==> src/design/ufr_params.svh <==
/*
  Timing, geometry and code constants of the 2B1Q U-interface framer.
  Assumes a 100 MHz system clock; included by bare name.
*/
`ifndef UFR_PARAMS_SVH
`define UFR_PARAMS_SVH

// ==========================================
// Timing
`define UFR_CLK_MHZ 100
`define UFR_QUAT_NS 12500
`define UFR_QUAT_CYC ((`UFR_QUAT_NS * `UFR_CLK_MHZ) / 1000)

// ==========================================
// Frame geometry, quat indices from zero
`define UFR_FRAME_QUATS 120
`define UFR_SYNC_QUATS 9
`define UFR_DATA_LAST 116
`define UFR_M12_POS 117
`define UFR_M34_POS 118
`define UFR_M56_POS 119
`define UFR_SF_FRAMES 8

// ==========================================
// Codes
`define UFR_SYNC_WORD 18'h2808a
`define UFR_SIGN_MASK 18'h2aaaa
`define UFR_SCR_ORDER 23
`define UFR_SCR_TAP_TX 5
`define UFR_SCR_TAP_RX 18
`define UFR_CRC_W 12
`define UFR_CRC_POLY 12'h80f
`define UFR_LAG_QUATS 60
`define UFR_LAG_TOL 2

`endif

==> src/design/ufr_pkg.sv <==
/*
  Types shared by the framer, scrambler and CRC modules.
  Assumes nothing of its surroundings.
*/
package ufr_pkg;
  typedef struct packed {
    logic sign;
    logic mag;
  } ufr_quat_t;

  typedef struct packed {
    logic valid;
    logic sync;
    ufr_quat_t q;
    logic signed [2:0] level;
  } ufr_tx_sym_t;

  typedef struct packed {
    logic [2:0] addr;
    logic dm;
    logic [7:0] info;
  } ufr_eoc_t;

  typedef struct packed {
    ufr_eoc_t eoc;
    logic act;
    logic dea;
    logic uoa;
    logic aib;
  } ufr_ovh_t;

  typedef struct packed {
    logic valid;
    logic [2:0] frame;
    logic [5:0] m;
  } ufr_rx_m_t;

  typedef enum logic [0:0] {UFR_HUNT, UFR_LOCK} ufr_rx_state_t;
endpackage

==> src/design/ufr_scrambler.sv <==
/*
  Self-synchronizing scrambler or descrambler, one quat per step.
  Assumes the caller steps it only on non-sync quats.
*/
`timescale 1ns/1ps
`default_nettype none
module ufr_scrambler #(
  parameter int ORDER = 23,
  parameter int TAP = 5,
  parameter bit DESCR = 1'b0
) (
  input wire logic clk, // System clock
  input wire logic rst, // Sync reset
  input wire logic ce, // Clock enable
  input wire logic step, // Advance one quat
  input wire ufr_pkg::ufr_quat_t din, // Quat in
  output ufr_pkg::ufr_quat_t dout // Quat out, combinational
);
  logic [ORDER-1:0] sr_q;
  logic [ORDER-1:0] sr_d;

  always_comb begin
    logic [ORDER-1:0] s;
    s = sr_q;
    // Sign bit first, then magnitude
    dout.sign = din.sign ^ s[TAP-1] ^ s[ORDER-1];
    s = {s[ORDER-2:0], DESCR ? din.sign : dout.sign};
    dout.mag = din.mag ^ s[TAP-1] ^ s[ORDER-1];
    s = {s[ORDER-2:0], DESCR ? din.mag : dout.mag};
    sr_d = step ? s : sr_q;
  end

  always_ff @(posedge clk) begin
    if (rst) begin
      sr_q <= '0;
    end else if (ce) begin
      sr_q <= sr_d;
    end
  end
endmodule // ufr_scrambler
`default_nettype wire

==> src/design/ufr_crc.sv <==
/*
  Serial CRC over up to two bits per step, sign bit first.
  Assumes clear and enables are not raised in the same step.
*/
`timescale 1ns/1ps
`default_nettype none
module ufr_crc #(
  parameter int W = 12,
  parameter logic [W-1:0] POLY = 12'h80f
) (
  input wire logic clk, // System clock
  input wire logic rst, // Sync reset
  input wire logic ce, // Clock enable
  input wire logic clr, // Restart the check
  input wire logic en_s, // Take sign bit
  input wire logic en_m, // Take magnitude bit
  input wire ufr_pkg::ufr_quat_t d, // Bits in
  output logic [W-1:0] crc // Running remainder
);
  logic [W-1:0] crc_q;
  logic [W-1:0] crc_d;

  function automatic logic [W-1:0] crc_bit(input logic [W-1:0] c, input logic b);
    logic fb;
    fb = c[W-1] ^ b;
    crc_bit = {c[W-2:0], 1'b0} ^ (fb ? POLY : '0);
  endfunction

  always_comb begin
    crc_d = crc_q;
    if (en_s) begin
      crc_d = crc_bit(crc_d, d.sign);
    end
    if (en_m) begin
      crc_d = crc_bit(crc_d, d.mag);
    end
    if (clr) begin
      crc_d = '0;
    end
  end

  always_ff @(posedge clk) begin
    if (rst) begin
      crc_q <= '0;
    end else if (ce) begin
      crc_q <= crc_d;
    end
  end

  assign crc = crc_q;
endmodule // ufr_crc
`default_nettype wire

==> src/design/ufr_framer.sv <==
/*
  2B1Q U-interface framer: quat coding, frame and superframe build,
  scrambling, overhead bits and CRC on transmit; sync hunt, descrambling,
  overhead capture and CRC check on receive.
  Assumes the received quats come from same-clock detector logic.
*/
// Operation
// Two bits form one four-level symbol
// Sign-magnitude map 10 11 01 00 to +3 +1 -1 -3
// 120 quats per frame, 80 kquat/s
// Nine-quat syncword starts every frame
// Eight frames make one superframe
// Frame one sends inverted syncword
// Scramble everything except the syncword
// Descramble received bits except the syncword
// Sync, 2B+D, then M1 to M6 bits
// M1 to M3 carry the EOC fields
// M4 carries act, dea, uoa, aib, else one
// M5 one early; M6 one, then febe
// Twelve CRC bits in frames three to eight
// CRC covers 2B+D and M4 bits
// Febe zero after an errored superframe
// Return superframe lags by 60 quats
// M4 layout is network-to-NT direction
`include "ufr_params.svh"
`timescale 1ns/1ps
`default_nettype none
module ufr_framer #(
  parameter int QUAT_CYC = `UFR_QUAT_CYC,
  parameter logic [17:0] SYNC_WORD = `UFR_SYNC_WORD,
  parameter int TAP_TX = `UFR_SCR_TAP_TX,
  parameter int TAP_RX = `UFR_SCR_TAP_RX
) (
  input wire logic clk, // System clock
  input wire logic rst, // Sync reset
  input wire logic ce, // Clock enable
  input wire ufr_pkg::ufr_quat_t tx_user_bits, // Next 2B+D bit pair
  input wire ufr_pkg::ufr_ovh_t tx_ovh, // Overhead bits to send
  output logic tx_user_take, // Bit pair consumed
  output ufr_pkg::ufr_tx_sym_t tx_sym, // Line symbol
  input wire logic rx_quat_valid, // Received quat strobe
  input wire ufr_pkg::ufr_quat_t rx_quat, // Received quat
  output logic rx_user_valid, // Received 2B+D pair strobe
  output ufr_pkg::ufr_quat_t rx_user_bits, // Descrambled pair
  output ufr_pkg::ufr_rx_m_t rx_m, // M1..M6 of a received frame
  output logic rx_locked, // Superframe lock held
  output logic rx_crc_err, // Last checked superframe errored
  output logic rx_lag_ok // Return superframe offset in window
);
  localparam int CW = (QUAT_CYC > 1) ? $clog2(QUAT_CYC) : 1;
  localparam logic [6:0] LAST_POS = 7'(`UFR_FRAME_QUATS - 1);

  // ==========================================
  // Functions
  function automatic ufr_pkg::ufr_quat_t sync_quat(input logic [6:0] p, input logic inv);
    logic [17:0] w;
    w = inv ? (SYNC_WORD ^ `UFR_SIGN_MASK) : SYNC_WORD;
    w = w << {p[3:0], 1'b0};
    sync_quat = w[17:16];
  endfunction

  function automatic logic signed [2:0] quat_level(input ufr_pkg::ufr_quat_t q);
    case ({q.sign, q.mag})
      2'h2: quat_level = 3'sh3;
      2'h3: quat_level = 3'sh1;
      2'h1: quat_level = 3'sh7;
      default: quat_level = 3'sh5;
    endcase
  endfunction

  function automatic logic [5:0] m_bits(input logic [2:0] f, input ufr_pkg::ufr_ovh_t o,
                                        input logic [11:0] c, input logic fb);
    logic [2:0] eoc;
    logic m4;
    logic [1:0] m56;
    logic [11:0] cs;
    cs = c << {f - 3'h2, 1'b0};
    case (f[1:0])
      2'h0: eoc = o.eoc.addr;
      2'h1: eoc = {o.eoc.dm, o.eoc.info[7:6]};
      2'h2: eoc = o.eoc.info[5:3];
      default: eoc = o.eoc.info[2:0];
    endcase
    case (f)
      3'h0: m4 = o.act;
      3'h1: m4 = o.dea;
      3'h6: m4 = o.uoa;
      3'h7: m4 = o.aib;
      default: m4 = 1'b1;
    endcase
    if (f == 3'h0) begin
      m56 = 2'h3;
    end else if (f == 3'h1) begin
      m56 = {1'b1, fb};
    end else begin
      m56 = cs[11:10];
    end
    m_bits = {eoc, m4, m56};
  endfunction

  // ==========================================
  // Transmit
  logic [CW-1:0] cnt_q, cnt_d;
  logic [6:0] tx_pos_q, tx_pos_d, emit_pos_q, emit_pos_d;
  logic [2:0] tx_frame_q, tx_frame_d, emit_frame_q, emit_frame_d;
  ufr_pkg::ufr_ovh_t ovh_q, ovh_d;
  logic [11:0] crc_prev_q, crc_prev_d, tx_crc;
  ufr_pkg::ufr_tx_sym_t sym_q, sym_d;
  ufr_pkg::ufr_quat_t plain_q, plain_d, plain, line, scr_out;
  logic take_q, take_d, febe_q;
  logic tick, is_sync, is_data, sf_end;
  logic [5:0] mtx;

  always_comb begin
    tick = (cnt_q == CW'(QUAT_CYC - 1));
    cnt_d = tick ? '0 : cnt_q + 1'b1;
    is_sync = (tx_pos_q < 7'(`UFR_SYNC_QUATS));
    is_data = !is_sync && (tx_pos_q <= 7'(`UFR_DATA_LAST));
    sf_end = tick && (tx_pos_q == LAST_POS) && (tx_frame_q == 3'h7);
    mtx = m_bits(tx_frame_q, ovh_q, crc_prev_q, febe_q);
    if (is_sync) begin
      plain = sync_quat(tx_pos_q, tx_frame_q == 3'h0);
    end else if (is_data) begin
      plain = tx_user_bits;
    end else if (tx_pos_q == 7'(`UFR_M12_POS)) begin
      plain = mtx[5:4];
    end else if (tx_pos_q == 7'(`UFR_M34_POS)) begin
      plain = mtx[3:2];
    end else begin
      plain = mtx[1:0];
    end
    line = is_sync ? plain : scr_out;
    tx_pos_d = tx_pos_q;
    tx_frame_d = tx_frame_q;
    emit_pos_d = emit_pos_q;
    emit_frame_d = emit_frame_q;
    plain_d = plain_q;
    ovh_d = ovh_q;
    crc_prev_d = sf_end ? tx_crc : crc_prev_q;
    sym_d = '0;
    take_d = tick && is_data;
    if (tick) begin
      sym_d = {1'b1, is_sync, line, quat_level(line)};
      emit_pos_d = tx_pos_q;
      emit_frame_d = tx_frame_q;
      plain_d = plain;
      if (tx_pos_q == 7'h0 && tx_frame_q[1:0] == 2'h0) begin
        ovh_d = tx_ovh;
      end
      if (tx_pos_q == LAST_POS) begin
        tx_pos_d = 7'h0;
        tx_frame_d = tx_frame_q + 3'h1;
      end else begin
        tx_pos_d = tx_pos_q + 7'h1;
      end
    end
  end

  always_ff @(posedge clk) begin
    if (rst) begin
      cnt_q <= '0;
      tx_pos_q <= 7'h0;
      tx_frame_q <= 3'h0;
      emit_pos_q <= 7'h0;
      emit_frame_q <= 3'h0;
      ovh_q <= '1;
      crc_prev_q <= '0;
      sym_q <= '0;
      plain_q <= '0;
      take_q <= 1'b0;
    end else if (ce) begin
      cnt_q <= cnt_d;
      tx_pos_q <= tx_pos_d;
      tx_frame_q <= tx_frame_d;
      emit_pos_q <= emit_pos_d;
      emit_frame_q <= emit_frame_d;
      ovh_q <= ovh_d;
      crc_prev_q <= crc_prev_d;
      sym_q <= sym_d;
      plain_q <= plain_d;
      take_q <= take_d;
    end
  end

  ufr_scrambler #(.ORDER(`UFR_SCR_ORDER), .TAP(TAP_TX), .DESCR(1'b0)) u_scr (
    .clk(clk), .rst(rst), .ce(ce), .step(tick && !is_sync),
    .din(plain), .dout(scr_out)
  );

  ufr_crc #(.W(`UFR_CRC_W), .POLY(`UFR_CRC_POLY)) u_tx_crc (
    .clk(clk), .rst(rst), .ce(ce), .clr(sf_end),
    .en_s(tick && is_data),
    .en_m(tick && (is_data || tx_pos_q == 7'(`UFR_M34_POS))),
    .d(plain), .crc(tx_crc)
  );

  // ==========================================
  // Receive
  ufr_pkg::ufr_rx_state_t st_q, st_d;
  logic [17:0] hist_q, hist_d;
  logic [6:0] rx_pos_q, rx_pos_d;
  logic [2:0] rx_frame_q, rx_frame_d;
  logic [3:0] mbuf_q, mbuf_d;
  logic [9:0] rcv_q, rcv_d;
  logic [11:0] rx_crc, rx_prev_q, rx_prev_d, full;
  logic chk_q, chk_d, err_q, err_d, febe_d, lag_q, lag_d, uv_d;
  ufr_pkg::ufr_quat_t desc, ub_d;
  ufr_pkg::ufr_rx_m_t rxm_d;
  logic step, sw_hit, isw_hit, r_data, r_end;
  logic [9:0] tx_idx;

  always_comb begin
    step = rx_quat_valid;
    hist_d = step ? {hist_q[15:0], rx_quat} : hist_q;
    sw_hit = (hist_d == SYNC_WORD);
    isw_hit = (hist_d == (SYNC_WORD ^ `UFR_SIGN_MASK));
    r_data = step && st_q == ufr_pkg::UFR_LOCK && rx_pos_q >= 7'(`UFR_SYNC_QUATS)
             && rx_pos_q <= 7'(`UFR_DATA_LAST);
    r_end = step && st_q == ufr_pkg::UFR_LOCK && rx_pos_q == LAST_POS
            && rx_frame_q == 3'h7;
    full = {rcv_q, desc};
    tx_idx = 10'(tx_frame_q) * 10'h78 + 10'(tx_pos_q);
    st_d = st_q;
    rx_pos_d = rx_pos_q;
    rx_frame_d = rx_frame_q;
    mbuf_d = mbuf_q;
    rcv_d = rcv_q;
    rx_prev_d = rx_prev_q;
    chk_d = chk_q;
    err_d = err_q;
    febe_d = febe_q;
    lag_d = lag_q;
    uv_d = r_data;
    ub_d = r_data ? desc : '0;
    rxm_d = '0;
    if (step && isw_hit) begin
      // Offset at last return sync quat; tx index already one past launch
      lag_d = (tx_idx >= 10'(`UFR_LAG_QUATS + `UFR_SYNC_QUATS - `UFR_LAG_TOL))
           && (tx_idx <= 10'(`UFR_LAG_QUATS + `UFR_SYNC_QUATS + `UFR_LAG_TOL));
    end
    case (st_q)
      ufr_pkg::UFR_HUNT: begin
        if (step && isw_hit) begin
          st_d = ufr_pkg::UFR_LOCK;
          rx_pos_d = 7'(`UFR_SYNC_QUATS);
          rx_frame_d = 3'h0;
        end
      end
      default: begin
        if (step) begin
          rx_pos_d = (rx_pos_q == LAST_POS) ? 7'h0 : rx_pos_q + 7'h1;
          if (rx_pos_q == LAST_POS) begin
            rx_frame_d = rx_frame_q + 3'h1;
          end
          if (rx_pos_q == 7'(`UFR_SYNC_QUATS - 1)) begin
            if (!(sw_hit || isw_hit)) begin
              st_d = ufr_pkg::UFR_HUNT;
            end else if (isw_hit) begin
              rx_frame_d = 3'h0;
            end
          end
          if (rx_pos_q == 7'(`UFR_M12_POS)) begin
            mbuf_d[3:2] = desc;
          end
          if (rx_pos_q == 7'(`UFR_M34_POS)) begin
            mbuf_d[1:0] = desc;
          end
          if (rx_pos_q == LAST_POS) begin
            rxm_d = {1'b1, rx_frame_q, mbuf_q, desc};
            if (rx_frame_q >= 3'h2) begin
              rcv_d = {rcv_q[7:0], desc};
            end
          end
          if (r_end) begin
            if (chk_q) begin
              err_d = (full != rx_prev_q);
              febe_d = (full == rx_prev_q);
            end
            rx_prev_d = rx_crc;
            chk_d = 1'b1;
          end
        end
      end
    endcase
  end

  always_ff @(posedge clk) begin
    if (rst) begin
      st_q <= ufr_pkg::UFR_HUNT;
      hist_q <= '0;
      rx_pos_q <= 7'h0;
      rx_frame_q <= 3'h0;
      mbuf_q <= '0;
      rcv_q <= '0;
      rx_prev_q <= '0;
      chk_q <= 1'b0;
      err_q <= 1'b0;
      febe_q <= 1'b1;
      lag_q <= 1'b0;
      rx_user_valid <= 1'b0;
      rx_user_bits <= '0;
      rx_m <= '0;
    end else if (ce) begin
      st_q <= st_d;
      hist_q <= hist_d;
      rx_pos_q <= rx_pos_d;
      rx_frame_q <= rx_frame_d;
      mbuf_q <= mbuf_d;
      rcv_q <= rcv_d;
      rx_prev_q <= rx_prev_d;
      chk_q <= chk_d;
      err_q <= err_d;
      febe_q <= febe_d;
      lag_q <= lag_d;
      rx_user_valid <= uv_d;
      rx_user_bits <= ub_d;
      rx_m <= rxm_d;
    end
  end

  ufr_scrambler #(.ORDER(`UFR_SCR_ORDER), .TAP(TAP_RX), .DESCR(1'b1)) u_dscr (
    .clk(clk), .rst(rst), .ce(ce),
    .step(step && st_q == ufr_pkg::UFR_LOCK && rx_pos_q >= 7'(`UFR_SYNC_QUATS)),
    .din(rx_quat), .dout(desc)
  );

  ufr_crc #(.W(`UFR_CRC_W), .POLY(`UFR_CRC_POLY)) u_rx_crc (
    .clk(clk), .rst(rst), .ce(ce), .clr(r_end), .en_s(r_data),
    .en_m(r_data || (step && st_q == ufr_pkg::UFR_LOCK && rx_pos_q == 7'(`UFR_M34_POS))),
    .d(desc), .crc(rx_crc)
  );

  assign tx_sym = sym_q;
  assign tx_user_take = take_q;
  assign rx_locked = (st_q == ufr_pkg::UFR_LOCK);
  assign rx_crc_err = err_q;
  assign rx_lag_ok = lag_q;

  // ==========================================
  // Checks
  logic [15:0] gap_q;
  logic seen_q;
  always_ff @(posedge clk) begin
    if (rst) begin
      gap_q <= '0;
      seen_q <= 1'b0;
    end else if (ce) begin
      gap_q <= sym_q.valid ? 16'h0 : gap_q + 16'h1;
      seen_q <= seen_q | sym_q.valid;
    end
  end
endmodule // ufr_framer
`default_nettype wire

==> config.mk <==
export PLATFORM = sky130hd
export DESIGN_NAME = ufr_framer
export DESIGN_NICKNAME = d
export VERILOG_FILES = /design/src/design/ufr_pkg.sv /design/src/design/ufr_scrambler.sv /design/src/design/ufr_crc.sv /design/src/design/ufr_framer.sv
export VERILOG_INCLUDE_DIRS = /design/src /design/src/design
export SDC_FILE = /design/constraint.sdc
export NUM_CORES = 1
export LEC_CHECK = 0
export BUFFER_PORTS_ARGS = -buffer_cell sky130_fd_sc_hd__buf_2
export CORE_MARGIN = 10
export CORE_UTILIZATION = 30
export DETAILED_ROUTE_END_ITERATION = 10
export PLACE_DENSITY_LB_ADDON = 0.25
export SYNTH_ARGS = -nofsm -noshare
export SYNTH_HDL_FRONTEND = slang
export SYNTH_SLANG_ARGS = --single-unit
==> constraint.sdc <==
create_clock -name clk -period 6.85 [get_ports clk]
set_input_delay 1.7125 -clock clk [delete_from_list [all_inputs] [get_ports clk]]
set_output_delay 1.7125 -clock clk [all_outputs]
set_load 0.03 [all_outputs]
==> summary.txt <==
Timing
  • Final number of setup-violating endpoints: 0
  • Max-slew headroom at the worst pin: 0.292
  • Tmin final: 4.15 ns
  • Highest clock frequency the design can meet: 0.241 GHz
  • Final critical-path share of the clock period: 0.605
  • Clock tree skew after final layout: 0.0106 ns
  • Pins Over Slew Limit: 0
  • Transition at the pin with the smallest max-transition slack: approximately 1.1 ns
  • Setup repair after global routing missed its margin: false
  • Total Neg Setup Slack: 0 ns
  • Fin. Hold Viols: 0

Yosys
  • Gate count after technology mapping: 1126
  • Yosys reg bits: 198
  • Top-area cell type share of the netlist area: 0.417
  • Share of synthesized registers carrying an async set or reset: 0
  • Cells taking the most area after synthesis: sky130_fd_sc_hd__dfxtp_1 (42%), sky130_fd_sc_hd__nand2_1 (8.5%), sky130_fd_sc_hd__a21oi_1 (6.1%), sky130_fd_sc_hd__mux2i_1 (5.3%), sky130_fd_sc_hd__nor2_1 (4.4%)
  • Netlist Area Pre-Place: approximately 9500 sq um
  • Synth Flop Type: sky130_fd_sc_hd__dfxtp_1
  • Post-synthesis area per instance: 8.45 sq um
  • Register area share after synthesis: 0.417
  • Total number of yosys warnings: 0
  • Net count after synthesis: 1183
  • Yosys cell types: between 80 and 90
  • Cell type with the largest total area after synthesis: sky130_fd_sc_hd__dfxtp_1
  • Number of synthesized flops with an enable pin: 0

Floorplanning
  • Area of the core: 31400 sq um
  • Area of the die: roughly 39000 sq um
  • Die H: 198 microns
  • Number of top-level pins: 48
  • Standard-cell rows: 65
  • Initial standard-cell utilization of the core: 0.303
  • X dimension of the die: 198 microns

Power and ir drop
  • Switching Fraction: 0.241
  • Total power consumption of the routed design: 2.21 mW
  • Power Internal: 1.68 mW
  • Power density over the cells: roughly 210 nW/um^2
  • Maximum ir drop on the vdd rail: around 0.17 mV
  • Clock network power share: 0.450
  • Combinational share of power: 0.028
  • P_leak: 3.84 nW
  • Fraction of power consumed by sequential logic: 0.523
  • Power dissipated by switching net loads: between 500 and 600 uW

Status
  • Outcome: finished, final reports clean

Layout
  • Fraction of layout cells with a size suffix above 1: 0.102
  • Commonest non-fill, non-tap cells in the layout: sky130_fd_sc_hd__nand2_1 (216), sky130_fd_sc_hd__dfxtp_1 (198), sky130_fd_sc_hd__a21oi_1 (115)
  • Final antenna diode count: 0
  • Leading cell type in the layout, fill and taps excluded: sky130_fd_sc_hd__nand2_1
  • Syn-to-layout area delta: 11.4%
  • Post-route core utilization: 0.337
  • Layout Nets: 1191

Setup path
  • Critical Path RT: 7.16 ns
  • Setup CP Type: in -> reg
  • Worst Path Max Fanout: 22
  • Worst reg-to-reg path cell count: 11
  • Nature of the critical path startpoint: input port
  • CP endpoint kind: flop
  • Beginning of the worst register-to-register path: tx_frame_q[0]
  • Signal arrival time at the worst endpoint: around 4.5 ns
  • Destination of the worst register-to-register timing path: u_tx_crc.crc[4]
  • Reg2reg setup slack: 3.17 ns

CTS
  • Setup repair bufs after CTS: 0
  • Clock buffer depth: 2
  • Clock tree from TritonCTS: built
  • Sink Count: 198
  • Post-CTS sizing: 0
  • Hold-fix buffer count after cts: 0
  • Worst-Skew Late Latency: 0.45 ns
  • Clock Pin Slew Worst Setup and Hold Paths: 0.08 ns
  • Maximum level of the CTS H-tree: 4
  • Clock tree root buffer cell: sky130_fd_sc_hd__clkbuf_16
  • TritonCTS Buffers: 17

Flow run
  • Max-cap viol count: 0

Placed design
  • Placed wire-length estimate after detailed placement: 15800 microns
  • Number of port buffers: 47
  • Global placer's final weighted congestion: a little over 0.8

Routing
  • First-pass iteration count of the detailed router: 5
  • Routed met3 length: 895 microns
  • Drt initial violations: 513
  • Number of vias after detailed routing: 7656
  • Via-to-Cell Ratio: about 5
  • Top layer used by detailed routing: met4
  • Drt drc: 0
  • Met1 WL: 11800 microns
  • Detailed-routed wire length on met2: 10300 microns
  • Total detailed-routing wirelength: 23200 microns
  • Detail Route Antenna Nets: 0
  • Average wire per cell in the routed design: roughly 15 microns

Worst hold path
  • Path category of the worst min-delay check: reg -> reg
  • Cell depth of the worst hold path: 2
  • Hold path startpoint: u_scr.sr_q[16]
  • Worst-case hold path end point: u_scr.sr_q[18]

Global route
  • Pin count of the biggest net entering global routing: 87
  • Congestion Overflow GR: 0
  • Global-route wire length before repair: 38300 microns
  • Vias in the first global route: around 7300
  • Antenna violations before repair: 0
  • Total Routing Usage GR: 0.120
## layout make-up
| class | instances | area, sq um |
|---|---|---|
| clock buffers | 20 | 467 |
| clock inverters | 12 | 109 |
| fillers | 3343 | 20800 |
| inverters | 17 | 63.8 |
| multi-input cells | 845 | 5190 |
| flip-flops and latches | 198 | 3960 |
| well taps | 402 | 503 |
| repair buffers | 55 | 298 |
## per-stage QoR
stage | cell area (sq um) | cells | setup WS (ns) | hold WS, ns
detailed placement | 10000 | 1517 | 2.22 | 0.443
global route | 10600 | 1549 | 2.38 | 0.467
floorplan | 9510 | 1126 | 3.42 | 0.422
finish | 10600 | 1549 | 2.70 | 0.450
CTS | 10600 | 1549 | 2.68 | 0.452
global placement | 10000 | 1517 | 2.31 | 0.437
## worst max path at each step
stage               depth (start not counted)     startpoint        to
floorplan                                   9  rx_quat_valid  rcv_q[0]
global placement                            8             ce  rcv_q[1]
detailed placement                          8             ce  rcv_q[8]
CTS                                         8             ce  rcv_q[8]
global route                                8             ce  rcv_q[7]
finish                                      8             ce  rcv_q[8]
## power by group through the flow
stage / Sequential (mW) / Clock [mW] / Combinational [mW]
floorplan: 1.18 / 0 / 0.0402
global placement: 1.18 / 0 / 0.0617
detailed placement: 1.18 / 0 / 0.0620
CTS: 1.15 / 1.03 / 0.0624
global route: 1.15 / 1.07 / 0.0680
finish: 1.15 / 0.994 / 0.0609
## cell usage after synthesis (8+ instances only)
library cell,number
sky130_fd_sc_hd__a21oi_1,115
sky130_fd_sc_hd__a22oi_1,27
sky130_fd_sc_hd__and2_1,8
sky130_fd_sc_hd__buf_2,8
sky130_fd_sc_hd__buf_4,8
sky130_fd_sc_hd__clkbuf_1,46
sky130_fd_sc_hd__dfxtp_1,198
sky130_fd_sc_hd__ha_1,29
sky130_fd_sc_hd__inv_1,15
sky130_fd_sc_hd__mux2i_1,50
sky130_fd_sc_hd__nand2_1,216
sky130_fd_sc_hd__nand3_1,34
sky130_fd_sc_hd__nand4_1,13
sky130_fd_sc_hd__nor2_1,111
sky130_fd_sc_hd__nor3_1,18
sky130_fd_sc_hd__o21ai_0,24
sky130_fd_sc_hd__or3_1,13
sky130_fd_sc_hd__xnor2_1,18
sky130_fd_sc_hd__xor2_1,39
## worst max-delay path, stage by stage
cell	delay [ns]
sky130_fd_sc_hd__buf_2	0.39
sky130_fd_sc_hd__and2_1	0.37
sky130_fd_sc_hd__buf_4	0.24
sky130_fd_sc_hd__nand2_1	0.14
sky130_fd_sc_hd__nor2_1	0.60
sky130_fd_sc_hd__o31a_1	0.64
sky130_fd_sc_hd__mux2i_1	0.28
sky130_fd_sc_hd__nor2_1	0.05
## cell families after synthesis
kind of cell | after synthesis | share of synthesized area
buffers and inverters | 83 | 0.0378
DFF | 198 | 0.417
adders and majority gates | 33 | 0.0466
xor gates and xnor gates | 61 | 0.0609
and+or+nand+nor | 469 | 0.227
muxes | 55 | 0.0617
AOI/OAI and AO/OA | 227 | 0.149
## state kept, by name (all words and copies together) (netlist names), 6 cells and up
signal        flops
rcv_q            10
u_rx_crc.crc     12
rx_pos_q          7
u_tx_crc.crc     12
ovh_q            16
cnt_q            11
tx_sym            6
u_scr.sr_q       23
rx_prev_q        12
rx_m             10
u_dscr.sr_q      23
hist_q           18
crc_prev_q       12
tx_pos_q          7
## routing by layer
metal,track usage,vias up
li1,-,3910
met1,0.162,3618
met2,0.187,109
met3,0.0294,19
met4,0.0330,0
met5,0,-
Power figures use the tool's default switching activity.
